==> src/mfp_pkg.sv <==
// mfp_pkg: constants, register map and carrier types of the meter front-panel control
package mfp_pkg;

  // ----------------------------------------------------------------
  // timing
  // ----------------------------------------------------------------
  localparam int CLK_KHZ = 125000;                       // hclk rate in kHz
  localparam int DEBOUNCE_MS = 10;                       // settle time of a key contact
  localparam int LONG_PRESS_MS = 1000;                   // least hold time of a long press
  localparam int BLINK_HALF_MS = 500;                    // half period of the teach blink
  localparam int DEBOUNCE_CYC = DEBOUNCE_MS * CLK_KHZ;
  localparam int LONG_PRESS_CYC = LONG_PRESS_MS * CLK_KHZ;
  localparam int BLINK_HALF_CYC = BLINK_HALF_MS * CLK_KHZ;

  // ----------------------------------------------------------------
  // keys and digits
  // ----------------------------------------------------------------
  localparam int NUM_KEYS = 5;
  localparam int KEY_MAXMIN = 0;
  localparam int KEY_LEVEL = 1;
  localparam int KEY_MODE = 2;
  localparam int KEY_SHIFT = 3;
  localparam int KEY_UP = 4;
  localparam int NUM_DIGITS = 5;                         // five decimal digits per value
  localparam int VALUE_W = 4 * NUM_DIGITS;
  localparam int PARAM_COUNT = 4;                        // parameters per setting level

  // ----------------------------------------------------------------
  // register map (byte addresses, one word each)
  // ----------------------------------------------------------------
  localparam logic [7:0] OFS_CTRL = 8'h00;
  localparam logic [7:0] OFS_STATUS = 8'h04;
  localparam logic [7:0] OFS_CMP1 = 8'h08;
  localparam logic [7:0] OFS_CMP2 = 8'h0c;
  localparam logic [7:0] OFS_RANGE = 8'h10;
  localparam logic [7:0] OFS_DEPEND = 8'h14;

  // control field positions
  localparam int CTRL_LOCK_BIT = 0;                      // setting-change lockout
  localparam int CTRL_KPROT_BIT = 1;                     // key protection of set values
  localparam int CTRL_TAVAIL_BIT = 2;                    // teaching available
  localparam int CTRL_TBUSY_BIT = 3;                     // teaching in progress
  localparam int CTRL_W = 4;

  // status field positions
  localparam int ST_LEVEL_LSB = 0;
  localparam int ST_DISP_LSB = 4;
  localparam int ST_EDIT_BIT = 10;
  localparam int ST_DIGIT_LSB = 11;
  localparam int ST_FZERO_BIT = 14;
  localparam int ST_RUN_BIT = 15;

  // reset values
  localparam logic [CTRL_W-1:0] CTRL_RESET = 4'h0;
  localparam logic [VALUE_W-1:0] CMP_RESET = 20'h00000;
  localparam logic RANGE_RESET = 1'b1;                   // fast pulse range
  localparam logic [VALUE_W-1:0] DEPEND_DEF_FAST = 20'h00000;
  localparam logic [VALUE_W-1:0] DEPEND_DEF_SLOW = 20'h00002;

  // level indicator glyphs, segments gfedcba
  localparam logic [6:0] SEG_BLANK = 7'h00;
  localparam logic [6:0] SEG_P = 7'h73;
  localparam logic [6:0] SEG_5 = 7'h6d;
  localparam logic [6:0] SEG_F = 7'h71;

  // ----------------------------------------------------------------
  // types
  // ----------------------------------------------------------------
  typedef enum logic [3:0] {
    LVL_PROTECT = 4'h1,
    LVL_OPERATION = 4'h2,
    LVL_INITIAL = 4'h4,
    LVL_ADVANCED = 4'h8
  } mfp_level_t;

  typedef enum logic [5:0] {
    DISP_MEAS = 6'h01,
    DISP_MAX = 6'h02,
    DISP_MIN = 6'h04,
    DISP_CMP1 = 6'h08,
    DISP_CMP2 = 6'h10,
    DISP_PARAM = 6'h20
  } mfp_disp_t;

  typedef struct packed {
    logic held;                                          // debounced level
    logic press;                                         // pulse on debounced press
    logic short_rel;                                     // pulse on release before long
    logic long_hit;                                      // pulse when the hold reaches long
  } mfp_key_evt_t;

endpackage

==> src/mfp_key.sv <==
// mfp_key: debounce and press-duration timing of one front-panel key
`timescale 1ns/1ns
module mfp_key #(
  parameter int DEBOUNCE_CYC = mfp_pkg::DEBOUNCE_CYC,
  parameter int LONG_CYC = mfp_pkg::LONG_PRESS_CYC
) (
  input wire logic hclk,
  input wire logic hresetn,
  input wire logic key_raw,
  output mfp_pkg::mfp_key_evt_t evt
);

  localparam int DW = $clog2(DEBOUNCE_CYC + 1);
  localparam int LW = $clog2(LONG_CYC + 1);

  generate
    if (DEBOUNCE_CYC < 1 || LONG_CYC < 2) begin : g_bad
      $error("mfp_key: debounce must be at least 1 and long press at least 2 cycles");
    end
  endgenerate

  logic stable;
  logic long_seen;
  logic [DW-1:0] db_cnt;
  logic [LW-1:0] hold_cnt;

  // ----------------------------------------------------------------
  // debounce: the raw level must differ for a full settle time
  // ----------------------------------------------------------------
  wire differ = key_raw != stable;
  wire db_done = differ && (db_cnt == DW'(DEBOUNCE_CYC - 1));
  wire hold_top = hold_cnt == LW'(LONG_CYC - 1);
  wire long_hit = stable && hold_top && !long_seen;

  // settle counter restarts on any bounce back to the stable level
  always_ff @(posedge hclk or negedge hresetn) begin
    if (!hresetn) begin
      db_cnt <= '0;
      stable <= 1'b0;
    end else begin
      db_cnt <= (differ && !db_done) ? db_cnt + DW'(1) : '0;
      stable <= db_done ? key_raw : stable;
    end
  end

  // hold counter saturates so a very long press fires only once
  always_ff @(posedge hclk or negedge hresetn) begin
    if (!hresetn) begin
      hold_cnt <= '0;
      long_seen <= 1'b0;
    end else begin
      hold_cnt <= !stable ? '0 : (hold_top ? hold_cnt : hold_cnt + LW'(1));
      long_seen <= stable && (long_seen || long_hit);
    end
  end

  // press, short release and long events are one-cycle pulses; held is the debounced level
  assign evt.held = stable;
  assign evt.press = db_done && key_raw;
  assign evt.short_rel = db_done && !key_raw && !long_seen;
  assign evt.long_hit = long_hit;

endmodule

==> src/mfp_panel.sv <==
// mfp_panel: front-panel key handling, level and display control with an AHB-Lite register file
//
// Added by the designer: the AHB-Lite register port and the placing of the registers.
`timescale 1ns/1ns
module mfp_panel #(
  parameter int DEBOUNCE_CYC = mfp_pkg::DEBOUNCE_CYC,
  parameter int LONG_CYC = mfp_pkg::LONG_PRESS_CYC,
  parameter int BLINK_CYC = mfp_pkg::BLINK_HALF_CYC,
  parameter int PARAM_COUNT = mfp_pkg::PARAM_COUNT
) (
  input wire logic hclk,
  input wire logic hresetn,
  input wire logic hsel,
  input wire logic [31:0] haddr,
  input wire logic [1:0] htrans,
  input wire logic hwrite,
  input wire logic [2:0] hsize,
  input wire logic hready,
  input wire logic [31:0] hwdata,
  output logic [31:0] hrdata,
  output logic hreadyout,
  output logic hresp,
  input wire logic [mfp_pkg::NUM_KEYS-1:0] key_in,
  input wire logic compare_output_one,
  input wire logic compare_output_two,
  output logic lamp_compare_output_one,
  output logic lamp_compare_output_two,
  output logic set_value_lamp,
  output logic max_lamp,
  output logic min_lamp,
  output logic teach_lamp,
  output logic [6:0] level_segments,
  output logic [5:0] display_sel,
  output logic edit_active,
  output logic [2:0] edit_digit,
  output logic measure_run,
  output logic force_zero,
  output logic maxmin_clear
);

  localparam int BW = $clog2(BLINK_CYC + 1);
  localparam int PW = (PARAM_COUNT > 1) ? $clog2(PARAM_COUNT) : 1;
  generate
    if (BLINK_CYC < 1 || PARAM_COUNT < 2 || PARAM_COUNT > 16) begin : g_bad
      $error("mfp_panel: blink must be at least 1 cycle and parameter count 2 to 16");
    end
  endgenerate

  // ----------------------------------------------------------------
  // key conditioning
  // ----------------------------------------------------------------
  mfp_pkg::mfp_key_evt_t evt [mfp_pkg::NUM_KEYS];
  // one debouncer and press timer per key
  for (genvar k = 0; k < mfp_pkg::NUM_KEYS; k++) begin : g_key
    mfp_key #(
      .DEBOUNCE_CYC(DEBOUNCE_CYC),
      .LONG_CYC(LONG_CYC)
    ) u_key (
      .hclk(hclk),
      .hresetn(hresetn),
      .key_raw(key_in[k]),
      .evt(evt[k])
    );
  end

  wire mm_short = evt[mfp_pkg::KEY_MAXMIN].short_rel;
  wire mm_long = evt[mfp_pkg::KEY_MAXMIN].long_hit;
  wire lvl_short = evt[mfp_pkg::KEY_LEVEL].short_rel;
  wire mode_short = evt[mfp_pkg::KEY_MODE].short_rel;
  wire shift_short = evt[mfp_pkg::KEY_SHIFT].short_rel;
  wire up_short = evt[mfp_pkg::KEY_UP].short_rel;
  wire lvl_held = evt[mfp_pkg::KEY_LEVEL].held;
  wire mode_held = evt[mfp_pkg::KEY_MODE].held;
  // the first long hold reached while the other key is held fires the combination once
  logic combo_done;
  wire combo_raw = (evt[mfp_pkg::KEY_LEVEL].long_hit && mode_held) ||
                   (evt[mfp_pkg::KEY_MODE].long_hit && lvl_held);
  wire combo_fire = combo_raw && !combo_done;

  always_ff @(posedge hclk or negedge hresetn) begin
    if (!hresetn) begin
      combo_done <= 1'b0;
    end else begin
      combo_done <= (lvl_held || mode_held) && (combo_done || combo_fire);
    end
  end

  // ----------------------------------------------------------------
  // state
  // ----------------------------------------------------------------
  mfp_pkg::mfp_level_t level;
  mfp_pkg::mfp_level_t next_level;
  mfp_pkg::mfp_disp_t disp;
  mfp_pkg::mfp_disp_t next_disp;
  logic [PW-1:0] param_idx;
  logic [PW-1:0] next_param_idx;
  logic next_edit;
  logic [2:0] next_digit;
  logic [mfp_pkg::CTRL_W-1:0] ctrl;
  logic [mfp_pkg::VALUE_W-1:0] cmp1;
  logic [mfp_pkg::VALUE_W-1:0] cmp2;
  logic range_sel;
  logic [mfp_pkg::VALUE_W-1:0] depend;
  wire setting_lock = ctrl[mfp_pkg::CTRL_LOCK_BIT];
  wire key_protect = ctrl[mfp_pkg::CTRL_KPROT_BIT];
  wire in_oper = level == mfp_pkg::LVL_OPERATION;
  wire in_prot = level == mfp_pkg::LVL_PROTECT;
  wire in_init = level == mfp_pkg::LVL_INITIAL;
  wire on_meas = disp == mfp_pkg::DISP_MEAS;
  wire on_mm = (disp == mfp_pkg::DISP_MAX) || (disp == mfp_pkg::DISP_MIN);
  wire on_cmp = (disp == mfp_pkg::DISP_CMP1) || (disp == mfp_pkg::DISP_CMP2);
  wire on_param = disp == mfp_pkg::DISP_PARAM;
  wire last_param = param_idx == PW'(PARAM_COUNT - 1);

  // ----------------------------------------------------------------
  // edit target decode
  // ----------------------------------------------------------------
  // protect parameters stay editable under the lockout, all others do not
  wire tgt_cmp1 = in_oper && disp == mfp_pkg::DISP_CMP1 && !key_protect;
  wire tgt_cmp2 = in_oper && disp == mfp_pkg::DISP_CMP2 && !key_protect;
  wire tgt_range = in_init && on_param && param_idx == PW'(0);
  wire tgt_depend = in_init && on_param && param_idx == PW'(1);
  wire tgt_lock = in_prot && on_param && param_idx == PW'(0);
  wire tgt_kprot = in_prot && on_param && param_idx == PW'(1);
  wire lock_ok = !setting_lock || in_prot;
  wire tgt_any = lock_ok &&
                 (tgt_cmp1 || tgt_cmp2 || tgt_range || tgt_depend || tgt_lock || tgt_kprot);

  // the up key edits only while editing; outside editing, up on the operation-level measurement display is the forced-zero toggle
  wire edit_up = edit_active && up_short && tgt_any;
  wire fz_toggle = in_oper && on_meas && !edit_active && up_short;

  // one decimal digit of a five digit value, counted up with wrap at nine
  function automatic logic [mfp_pkg::VALUE_W-1:0] bump_digit(
    input logic [mfp_pkg::VALUE_W-1:0] val,
    input logic [2:0] pos
  );
    logic [mfp_pkg::VALUE_W-1:0] res;
    logic [3:0] dig;
    res = val;
    dig = val[4*pos +: 4];
    res[4*pos +: 4] = (dig >= 4'h9) ? 4'h0 : dig + 4'h1;
    return res;
  endfunction
  // ----------------------------------------------------------------
  // level and display state machine
  // ----------------------------------------------------------------
  always_comb begin
    next_level = level;
    next_disp = disp;
    next_param_idx = param_idx;
    next_edit = edit_active;
    next_digit = edit_digit;
    if (combo_fire) begin
      next_edit = 1'b0;
      next_param_idx = '0;
      unique case (level)
        mfp_pkg::LVL_OPERATION: begin
          next_level = mfp_pkg::LVL_PROTECT;
          next_disp = mfp_pkg::DISP_PARAM;
        end
        mfp_pkg::LVL_PROTECT: begin
          next_level = mfp_pkg::LVL_OPERATION;
          next_disp = mfp_pkg::DISP_MEAS;
        end
        mfp_pkg::LVL_INITIAL: begin
          next_level = mfp_pkg::LVL_ADVANCED;
          next_disp = mfp_pkg::DISP_PARAM;
        end
        mfp_pkg::LVL_ADVANCED: begin
          next_level = mfp_pkg::LVL_INITIAL;
          next_disp = mfp_pkg::DISP_PARAM;
        end
        default: begin
          next_level = mfp_pkg::LVL_OPERATION;
          next_disp = mfp_pkg::DISP_MEAS;
        end
      endcase
    end else if (lvl_short && (in_oper || in_init)) begin
      next_edit = 1'b0;
      next_param_idx = '0;
      next_level = in_oper ? mfp_pkg::LVL_INITIAL : mfp_pkg::LVL_OPERATION;
      next_disp = in_oper ? mfp_pkg::DISP_PARAM : mfp_pkg::DISP_MEAS;
    end else if (mode_short) begin
      next_edit = 1'b0;
      if (in_oper) begin
        if (on_meas || on_mm) begin
          next_disp = mfp_pkg::DISP_CMP1;
        end else if (disp == mfp_pkg::DISP_CMP1) begin
          next_disp = mfp_pkg::DISP_CMP2;
        end else begin
          next_disp = mfp_pkg::DISP_MEAS;
        end
      end else begin
        next_param_idx = last_param ? '0 : param_idx + PW'(1);
      end
    end else if (mm_short && in_oper && !edit_active) begin
      if (on_meas) begin
        next_disp = mfp_pkg::DISP_MAX;
      end else if (disp == mfp_pkg::DISP_MAX) begin
        next_disp = mfp_pkg::DISP_MIN;
      end else if (disp == mfp_pkg::DISP_MIN) begin
        next_disp = mfp_pkg::DISP_MEAS;
      end
    end else if (shift_short && tgt_any) begin
      next_edit = 1'b1;
      next_digit = (!edit_active || edit_digit == 3'(mfp_pkg::NUM_DIGITS - 1)) ?
                   3'h0 : edit_digit + 3'h1;
    end
  end

  // held state of the level machine
  always_ff @(posedge hclk or negedge hresetn) begin
    if (!hresetn) begin
      level <= mfp_pkg::LVL_OPERATION;
      disp <= mfp_pkg::DISP_MEAS;
      param_idx <= '0;
      edit_active <= 1'b0;
      edit_digit <= 3'h0;
    end else begin
      level <= next_level;
      disp <= next_disp;
      param_idx <= next_param_idx;
      edit_active <= next_edit;
      edit_digit <= next_digit;
    end
  end

  // ----------------------------------------------------------------
  // AHB-Lite slave, zero wait states
  // ----------------------------------------------------------------
  logic wr_pend;
  logic [7:0] wr_addr;
  wire take = hsel && hready && htrans[1];
  wire bus_wr = wr_pend;
  wire wr_ctrl = bus_wr && wr_addr == mfp_pkg::OFS_CTRL;
  wire wr_cmp1 = bus_wr && wr_addr == mfp_pkg::OFS_CMP1;
  wire wr_cmp2 = bus_wr && wr_addr == mfp_pkg::OFS_CMP2;
  wire wr_range = bus_wr && wr_addr == mfp_pkg::OFS_RANGE;
  wire wr_depend = bus_wr && wr_addr == mfp_pkg::OFS_DEPEND;
  wire [31:0] status_word = {16'h0000, measure_run, force_zero, edit_digit, edit_active,
                             display_sel, level};
  wire [31:0] rd_word =
    (haddr[7:0] == mfp_pkg::OFS_CTRL) ? {28'h0000000, ctrl} :
    (haddr[7:0] == mfp_pkg::OFS_STATUS) ? status_word :
    (haddr[7:0] == mfp_pkg::OFS_CMP1) ? {12'h000, cmp1} :
    (haddr[7:0] == mfp_pkg::OFS_CMP2) ? {12'h000, cmp2} :
    (haddr[7:0] == mfp_pkg::OFS_RANGE) ? {31'h00000000, range_sel} :
    (haddr[7:0] == mfp_pkg::OFS_DEPEND) ? {12'h000, depend} : 32'h00000000;
  wire mapped = haddr[31:8] == 24'h000000;
  // address phase is latched; read data is registered into the data phase
  always_ff @(posedge hclk or negedge hresetn) begin
    if (!hresetn) begin
      wr_pend <= 1'b0;
      wr_addr <= 8'h00;
      hrdata <= 32'h00000000;
    end else begin
      wr_pend <= take && hwrite && mapped;
      wr_addr <= haddr[7:0];
      hrdata <= (take && !hwrite && mapped) ? rd_word : 32'h00000000;
    end
  end
  assign hreadyout = 1'b1;
  assign hresp = 1'b0;

  // ----------------------------------------------------------------
  // settings: bus writes win over a key edit in the same cycle; a range change reloads the dependent default over both
  // ----------------------------------------------------------------
  wire next_range = wr_range ? hwdata[0] :
                    (edit_up && tgt_range) ? !range_sel : range_sel;
  wire range_change = next_range != range_sel;
  wire [mfp_pkg::VALUE_W-1:0] depend_def = next_range ? mfp_pkg::DEPEND_DEF_FAST :
                                                        mfp_pkg::DEPEND_DEF_SLOW;
  wire [mfp_pkg::CTRL_W-1:0] ctrl_keyed = {ctrl[3:2],
    ctrl[mfp_pkg::CTRL_KPROT_BIT] ^ (edit_up && tgt_kprot),
    ctrl[mfp_pkg::CTRL_LOCK_BIT] ^ (edit_up && tgt_lock)};
  // set values and settings
  always_ff @(posedge hclk or negedge hresetn) begin
    if (!hresetn) begin
      ctrl <= mfp_pkg::CTRL_RESET;
      cmp1 <= mfp_pkg::CMP_RESET;
      cmp2 <= mfp_pkg::CMP_RESET;
      range_sel <= mfp_pkg::RANGE_RESET;
      depend <= mfp_pkg::DEPEND_DEF_FAST;
    end else begin
      ctrl <= wr_ctrl ? hwdata[mfp_pkg::CTRL_W-1:0] : ctrl_keyed;
      cmp1 <= wr_cmp1 ? hwdata[mfp_pkg::VALUE_W-1:0] :
              (edit_up && tgt_cmp1) ? bump_digit(cmp1, edit_digit) : cmp1;
      cmp2 <= wr_cmp2 ? hwdata[mfp_pkg::VALUE_W-1:0] :
              (edit_up && tgt_cmp2) ? bump_digit(cmp2, edit_digit) : cmp2;
      range_sel <= next_range;
      depend <= range_change ? depend_def :
                wr_depend ? hwdata[mfp_pkg::VALUE_W-1:0] :
                (edit_up && tgt_depend) ? bump_digit(depend, edit_digit) : depend;
    end
  end

  // ----------------------------------------------------------------
  // teach blink timer
  // ----------------------------------------------------------------
  logic [BW-1:0] blink_cnt;
  logic blink_phase;
  wire blink_top = blink_cnt == BW'(BLINK_CYC - 1);
  // free running so every blink has equal halves
  always_ff @(posedge hclk or negedge hresetn) begin
    if (!hresetn) begin
      blink_cnt <= '0;
      blink_phase <= 1'b0;
    end else begin
      blink_cnt <= blink_top ? '0 : blink_cnt + BW'(1);
      blink_phase <= blink_phase ^ blink_top;
    end
  end

  // ----------------------------------------------------------------
  // lamps and indicators, one cycle behind their causes, except display_sel, which is disp itself
  // ----------------------------------------------------------------
  wire [6:0] seg_sel = in_prot ? mfp_pkg::SEG_P :
                       in_oper ? mfp_pkg::SEG_BLANK :
                       in_init ? mfp_pkg::SEG_5 : mfp_pkg::SEG_F;
  wire teach_on = ctrl[mfp_pkg::CTRL_TAVAIL_BIT] &&
                  (!ctrl[mfp_pkg::CTRL_TBUSY_BIT] || blink_phase);

  always_ff @(posedge hclk or negedge hresetn) begin
    if (!hresetn) begin
      lamp_compare_output_one <= 1'b0;
      lamp_compare_output_two <= 1'b0;
      set_value_lamp <= 1'b0;
      max_lamp <= 1'b0;
      min_lamp <= 1'b0;
      teach_lamp <= 1'b0;
      level_segments <= mfp_pkg::SEG_BLANK;
      measure_run <= 1'b1;
      force_zero <= 1'b0;
      maxmin_clear <= 1'b0;
    end else begin
      lamp_compare_output_one <= compare_output_one;
      lamp_compare_output_two <= compare_output_two;
      set_value_lamp <= (in_oper && on_cmp) || edit_active;
      max_lamp <= disp == mfp_pkg::DISP_MAX;
      min_lamp <= disp == mfp_pkg::DISP_MIN;
      teach_lamp <= teach_on;
      level_segments <= seg_sel;
      measure_run <= in_prot || in_oper;
      force_zero <= force_zero ^ fz_toggle;
      maxmin_clear <= mm_long && in_oper && on_mm;
    end
  end
  assign display_sel = disp;
endmodule

==> config.mk <==
export PLATFORM = sky130hd
export DESIGN_NAME = mfp_panel
export DESIGN_NICKNAME = d
export VERILOG_FILES = /design/src/mfp_pkg.sv /design/src/mfp_key.sv /design/src/mfp_panel.sv
export SDC_FILE = /design/constraint.sdc
export NUM_CORES = 1
export LEC_CHECK = 0
export BUFFER_PORTS_ARGS = -buffer_cell sky130_fd_sc_hd__buf_2
export CORE_MARGIN = 4
export CORE_UTILIZATION = 37
export CTS_BUF_LIST = sky130_fd_sc_hd__clkbuf_4 sky130_fd_sc_hd__clkbuf_8
export CTS_CLUSTER_DIAMETER = 30
export DETAILED_ROUTE_END_ITERATION = 10
export PLACE_DENSITY_LB_ADDON = 0.08
export RECOVER_POWER = 100
export SLEW_MARGIN = 20
export SYNTH_ARGS = -nofsm -noshare
export SYNTH_HDL_FRONTEND = slang
export SYNTH_SLANG_ARGS = --single-unit
==> constraint.sdc <==
create_clock -name hclk -period 3.23 [get_ports hclk]
set_input_delay 0.323 -clock hclk [delete_from_list [all_inputs] [get_ports hclk]]
set_output_delay 0.323 -clock hclk [all_outputs]
set_load 0.005 [all_outputs]
# After elaboration in Yosys (flattened, before gate mapping)
# Cells that the tools add are included.
classes:
  n_mux: 70
  magnitude_cmp: 3
  shift: 7
  n_reduce_logical: 141
  n_bitwise: 8
  n_addsub: 17
  n_eq_ne: 47
op_table:
  columns: ["cell", "n"]
  rows:
  - ["$mux W20", 14]
  - ["$mux W27", 10]
  - ["$add A27 B1 Y27 const B", 5]
  - ["$eq A27 B27 Y1 const B", 5]
  - ["$add A21 B1 Y21 const B", 5]
  - ["$eq A21 B21 Y1 const B", 5]
  - ["$mux W21", 5]
  - ["$shiftx A4 B34 Y20", 3]
  - ["$logic_and A1 B1 Y1", 80]
  - ["$bwmux W20", 3]
  - ["$mux W6", 10]
  - ["$shiftx A20 B6 Y4", 3]
  - ["$neg A5 Y34", 1]
  - ["$shift A4 B34 Y20 const A", 1]
  - ["$eq A8 B4 Y1 const B", 4]
  - ["$eq A8 B5 Y1 const B", 4]
  - ["$add A26 B1 Y26 const B", 1]
  - ["$eq A26 B26 Y1 const B", 1]
  - ["$mux W26", 1]
  - ["$logic_not A24 Y1", 1]
  - ["$mux W4", 6]
  - ["$logic_not A1 Y1", 22]
  - ["$logic_or A1 B1 Y1", 22]
  - ["$logic_not A8 Y1", 2]
  - ["40 further kinds", 79]
totals:
  regBits: 404
  out_inout_bits: 60

# Longest topological paths before layout
depth:
  depth_word: 15
  ltp_mapped: 13
  depth_no_buf: 10

# Cells and area by module
# A second synthesis with hierarchy kept.
unflattened:
  hier_cells: 2398
  hier_area_um2: 22534.1
by_module_without_submodules:
  columns: ["mod", "area_each_um2", "instances", "cells_per_inst", "seq_area_each_um2"]
  rows:
  - ["mfp_key", 2772.7, 5, 294, 1251.2]
  - ["mfp_panel", 8670.8, 1, 928, 3783.6]

# Worst setup path after synthesis
# OpenSTA, ideal clock, no wires.
synth_timing:
  path_kind: "reg-to-reg"
  from: "register edit_digit[0]"
  to: "register cmp1[10] (netlist bit)"
  period_less_slack_ps: 3176
  arrival_time_ps: 3049
  setup_slack_ps: 54
  stages_incl_launch_ff: 13
  n_path_buf: 3
  t_required_ps: 3104
  path_cell_list: "dfrtp_1 buf_2 buf_2 clkbuf_1 inv_1 ha_1 ha_1 nor2b_1 nand2_1 nor3_1 nand4_1 and2_1 a221o_1"
synth_between:
  elab_chain_len: 7
  word_cells_on_any_way: 10
  classes_between: "2 x add/sub; 1 x order compare; 3 x shift; 4 x mux"
synth_rtl:
  columns: ["item", "line", "source"]
  rows:
  - ["start: declaration", "mfp_panel.sv:35", "output logic [2:0] edit_digit,"]
  - ["start signal: assignment", "mfp_panel.sv:225", "edit_digit <= next_digit;"]
  - ["$shiftx A20 B6 Y4", "mfp_panel.sv:141", "dig = val[4*pos +: 4];"]
  - ["$add A4 B1 Y4 or $ge A4 B4 Y1 (tied branches)", "mfp_panel.sv:142", "res[4*pos +: 4] = (dig >= 4'h9) ? 4'h0 : dig + 4'h1;"]
  - ["$mux W4", "mfp_panel.sv:142", null]
  - ["$shiftx A4 B34 Y20", "mfp_panel.sv:142", null]
  - ["$bwmux W20 *", "mfp_panel.sv:142", null]
  - ["$mux W20 *", "mfp_panel.sv:288", "(edit_up && tgt_cmp1) ? bump_digit(cmp1, edit_digit) : cmp1;"]
  - ["$mux W20 *", "mfp_panel.sv:287", "cmp1 <= wr_cmp1 ? hwdata[mfp_pkg::VALUE_W-1:0] :"]
  - ["end signal: assignment", "mfp_panel.sv:281", "cmp1 <= mfp_pkg::CMP_RESET;"]
  - ["end signal: assignment", "mfp_panel.sv:287", null]
  - ["end: declaration", "mfp_panel.sv:100", "logic [mfp_pkg::VALUE_W-1:0] cmp1;"]
# Every way passes the cells marked *; elsewhere a longest branch is shown, timed or not. The select of a mux whose other input is x is not followed.
# A chain may end at the register's enable or synchronous reset.

# Worst setup path in the final report
layout_timing:
  from: "register level[1]"
  to: "register cmp1[17] (netlist bit)"
layout_between:
  elab_chain_len: 12
  word_cells_on_any_way: 23
  classes_between: "3 x eq/ne; 20 x reduce/logical"
layout_rtl:
  columns: ["item", "line", "source"]
  rows:
  - ["start: declaration", "mfp_panel.sv:91", "mfp_pkg::mfp_level_t level;"]
  - ["start signal: assignment", "mfp_panel.sv:215", "level <= mfp_pkg::LVL_OPERATION;"]
  - ["start signal: assignment", "mfp_panel.sv:221", "level <= next_level;"]
  - ["$eq A4 B2 Y1", "mfp_panel.sv:106", "wire in_oper = level == mfp_pkg::LVL_OPERATION;"]
  - ["$logic_and A1 B1 Y1, on equally long branches (2 in a row)", "mfp_panel.sv:119, mfp_panel.sv:120", null]
  - ["$logic_or A1 B1 Y1 (5 in a row)", "mfp_panel.sv:127", "(tgt_cmp1 || tgt_cmp2 || tgt_range || tgt_depend || tgt_lock || tgt_kprot);"]
  - ["$logic_and A1 B1 Y1", "mfp_panel.sv:126", "wire tgt_any = lock_ok &&"]
  - ["$logic_and A1 B1 Y1", "mfp_panel.sv:130", "wire edit_up = edit_active && up_short && tgt_any;"]
  - ["$logic_and A1 B1 Y1 *", "mfp_panel.sv:288", null]
  - ["$reduce_bool A2 Y1 (no line) *", null, null]
# Every way passes the cells marked *; elsewhere a longest branch is shown, timed or not.

==> impl_results.md <==
- Status: finished with violations
- Failing checks: max-capacitance violations, max-slew violations
- RD Place Congestion: slightly below 0.9
- Slew Limit Fails: roughly 70
- Max-Cap Viols: 1
- Worst Path Arrival: approximately 3.6 ns
- Routed vias: ~17000
- Post-Synthesis Cells: around 2100
- Crit path max-delay cell type: dfstp_1
- RSZ-0062 raised after global routing: false
- Predominant post-synthesis flop cell: dfrtp_1
- IO Pins: about 140
- Slowest Stage Delay on Critical Path: between 0.7 and 0.8 ns
- Number of synthesized register bits: 401
- CTS Sinks: approximately 400
- CP Cell Sequence: nor4b_2 > inv_1 > clkbuf_1 > nor2_1 > nor4b_4 > buf_4 > nand4_1 > and2_1 > a221o_1
- Worst skew pair latency: about 0.70 ns
- DRT Pass-1 Iters: 6
- Crit start category: flop
- Crit-path max FO: 11
- Setup tns final: 0 ns
- First-pass GRT wire length: 90.0 mm
- VDD IR max: 0.383 mV
- Initial Util: 37.3%
- Drc violations: 0
- Worst reg-to-reg setup slack: ~0.18 ns
- Clk Tree Root Cell: clkbuf_8
- DR iter-0 viols: 818
- Final hold vios: 0
- Syn-to-layout area delta: 21.6%
- Sequential area share after synthesis: a little under half
- Die Area: roughly 0.061 sq mm
- Fillers: roughly 5500
- # setup viols final: 0
- Vias in the first global route: 16900
- Period minus WS final: slightly above 3 ns
- Synth unique cells: 70
- Worst Setup End Kind: flop
- LEAKAGE: 0.0111 uW
- Largest net degree at the start of global routing: between 80 and 90
- Post-DR wirelength/cell: around 17 um
- Share of flip-flops with an asynchronous set or reset: between 90% and 100%
- IO Port Bufs: between 100 and 150
- # diodes: 0
- Post-CTS Setup Bufs: 0
- Total congestion overflow: 0
- Synthesized area: approximately 0.021 sq mm
- Least-Margin Pin Slew: between 2 and 2.5 ns
- Inst Count DP: between 2000 and 3000
- Die Width: around 250 um
- Rows: slightly below 90
- Clock tree buffer depth: 3
- Initial antenna violation count: 0
- Height of the die: around 250 um
- Reg clk slew, reported paths: 0.05 ns
- Final period util: a little over nine tenths
- Post-synth EDFFs: 0
- GRT Overall Usage: 18.2%
- Total core area: 0.0564 sq mm
- Detail Placement HPWL: around 39 mm
- Max Clock Freq: about 330 MHz
- Critical Path RT: about 3.8 ns
- Worst clock skew: about 0.043 ns
- Share of layout cells above drive strength 1: 14.7%
- Non-filler instance count after layout: between 3000 and 4000
- Total Routed Length: ~55 mm
- Total CTS buffers: ~110
- Min-delay worst type: primary input to flop
- DRT antenna net count: 0
- Warnings from Yosys: 0
- Via density: around 5.1
- Net count, final: between 2000 and 2500
- Syn avg cell area: just under 10 sq um
- Util after Layout: roughly 45%
- Slew HR: -35.7%
- Pwr per Cell Area: 518 mW/mm^2
- H-Tree Depth: 3
- TritonCTS clock tree: done
- CP Class: flop to flop
-- cell usage in the layout, fill, tap and decap left out, types with 72 or more instances in the layout --
cell      synthesis  layout
o21ai_0          72      72
nand2_1         158     158
buf_2             6      77
nor2_1          249     248
xor2_1          121     121
clkbuf_8          0     138
xnor2_1         110     110
dfrtp_1         397     396
nand3_1          97      97
-- power breakdown --
part           switching [uW]  total (uW)  internal [uW]
clock                    2610        7840           5230
combinational             210         314            104
sequential               26.1        5090           5070
-- critical path: cells and delay by family, from the launching register on --
family	cells	cell delay (ns)
compound gates	1	0.30
simple gates	5	1.25
buf+inv	3	0.69
flops	1	0.71
-- layout make-up --
cell class / count / area, sq um / share of cell area (%)
Multi-Input combinational cell: 1600 / 10400 / 40.6
Clock inverter: 44 / 629 / 2.46
Inverter: 50 / 188 / 0.733
Sequential cell: 401 / 10000 / 39.2
Tap cell: 756 / 946 / 3.70
Clock buffer: 155 / 2030 / 7.92
Timing Repair Buffer: 220 / 1360 / 5.32
-- layer usage --
metal	vias up	global-route usage (%)	part of all wire (%)
li1	8068	-	-
met3	119	4.18	5.9
met2	378	28.3	45
met5	-	0	0
met4	0	6.16	2.7
met1	8026	25.1	47
-- logic make-up (layout without fill, tap and decap cells) --
kind of cell | after synthesis | in the layout | synth area share, %
xor+xnor | 231 | 231 | 9.62
buf+inv | 149 | 469 | 3.04
mux | 73 | 73 | 4.15
fa+ha+maj | 27 | 27 | 1.61
compound gates | 261 | 261 | 8.66
flops | 401 | 401 | 47.7
simple gates | 994 | 994 | 25.2
other cells | 2 | 14 | 0.0357
-- flip-flops by register name (all words and copies together) (netlist names), 2 cells and up --
signal and flops:
hrdata 20, g_key.u_key.hold_cnt 135, level_segments 4, g_key.u_key.stable 5, g_key.u_key.long_seen 5, display_sel 6, cmp2 20, cmp1 20
wr_addr 8, g_key.u_key.db_cnt 105, ctrl 4, blink_cnt 26, level 4, depend 20, edit_digit 3, param_idx 2
-- cells in the mapped netlist (all sizes together), types with 4 or more instances --
master     n  share of area [%]
a211oi     7               0.25
a21boi    28                1.0
a21oi     40               0.95
a221o     17               0.81
a222oi    12               0.57
a22o      22               0.92
a22oi     16               0.57
a31oi      6               0.18
a32oi     10               0.42
and2      93                2.8
and3      54                1.6
and4      20               0.83
buf       28               0.87
clkbuf    71                1.3
dfrtp    397                 47
dfstp      4               0.50
ha        27                1.6
inv       49               0.87
mux2      13               0.70
mux2i     50                2.4
mux4      10                1.1
nand2    158                2.8
nand2b     9               0.27
nand3     97                2.3
nand3b     5               0.18
nand4     68                2.0
nand4b     5               0.21
nor2     249                4.4
nor2b     30               0.89
nor3      50                1.2
nor3b     11               0.39
nor4      46                1.4
nor4b     30                1.4
nor4bb    11               0.52
o2111ai    4               0.17
o21a       7               0.25
o21ai     72                1.7
or2        8               0.24
or3       33               0.98
or4        7               0.25
xnor2    110                4.6
xor2     121                5.0
-- stage by stage --
step	hold WS [ns]	area [sq um]	total power [uW]	setup slack, ns
2_1_floorplan	0.0274	21100	5260	0.0545
3_3_place_gp	0.356	22700	5460	0.275
3_5_place_dp	0.356	22700	5470	0.186
4_1_cts	0.187	25800	13500	0.150
5_1_grt	0.256	25600	13800	0.0245
6_report	0.294	25600	13300	0.180
-- worst paths after layout --
kind	from	endpoint	depth (start not counted)
setup reg to reg	level[1]	cmp1[17]	9
min in group asynchronous	hresetn	ctrl[3]	2
setup / recovery	level[1]	cmp1[17]	9
hold / removal	haddr[17]	hrdata[0]	6
hold reg to reg	g_key[0].u_key.db_cnt[0]	g_key[0].u_key.db_cnt[0]	1
max in group asynchronous	hresetn	level[0]	3
-- what timing repair did --
action	4_1_cts	5_1_grt
gates resized for setup	0	1
endpoints found under the setup margin	0	8
endpoints found under the hold margin	139	0
hold buffers	38	0
Power figures use the tool's default switching activity.
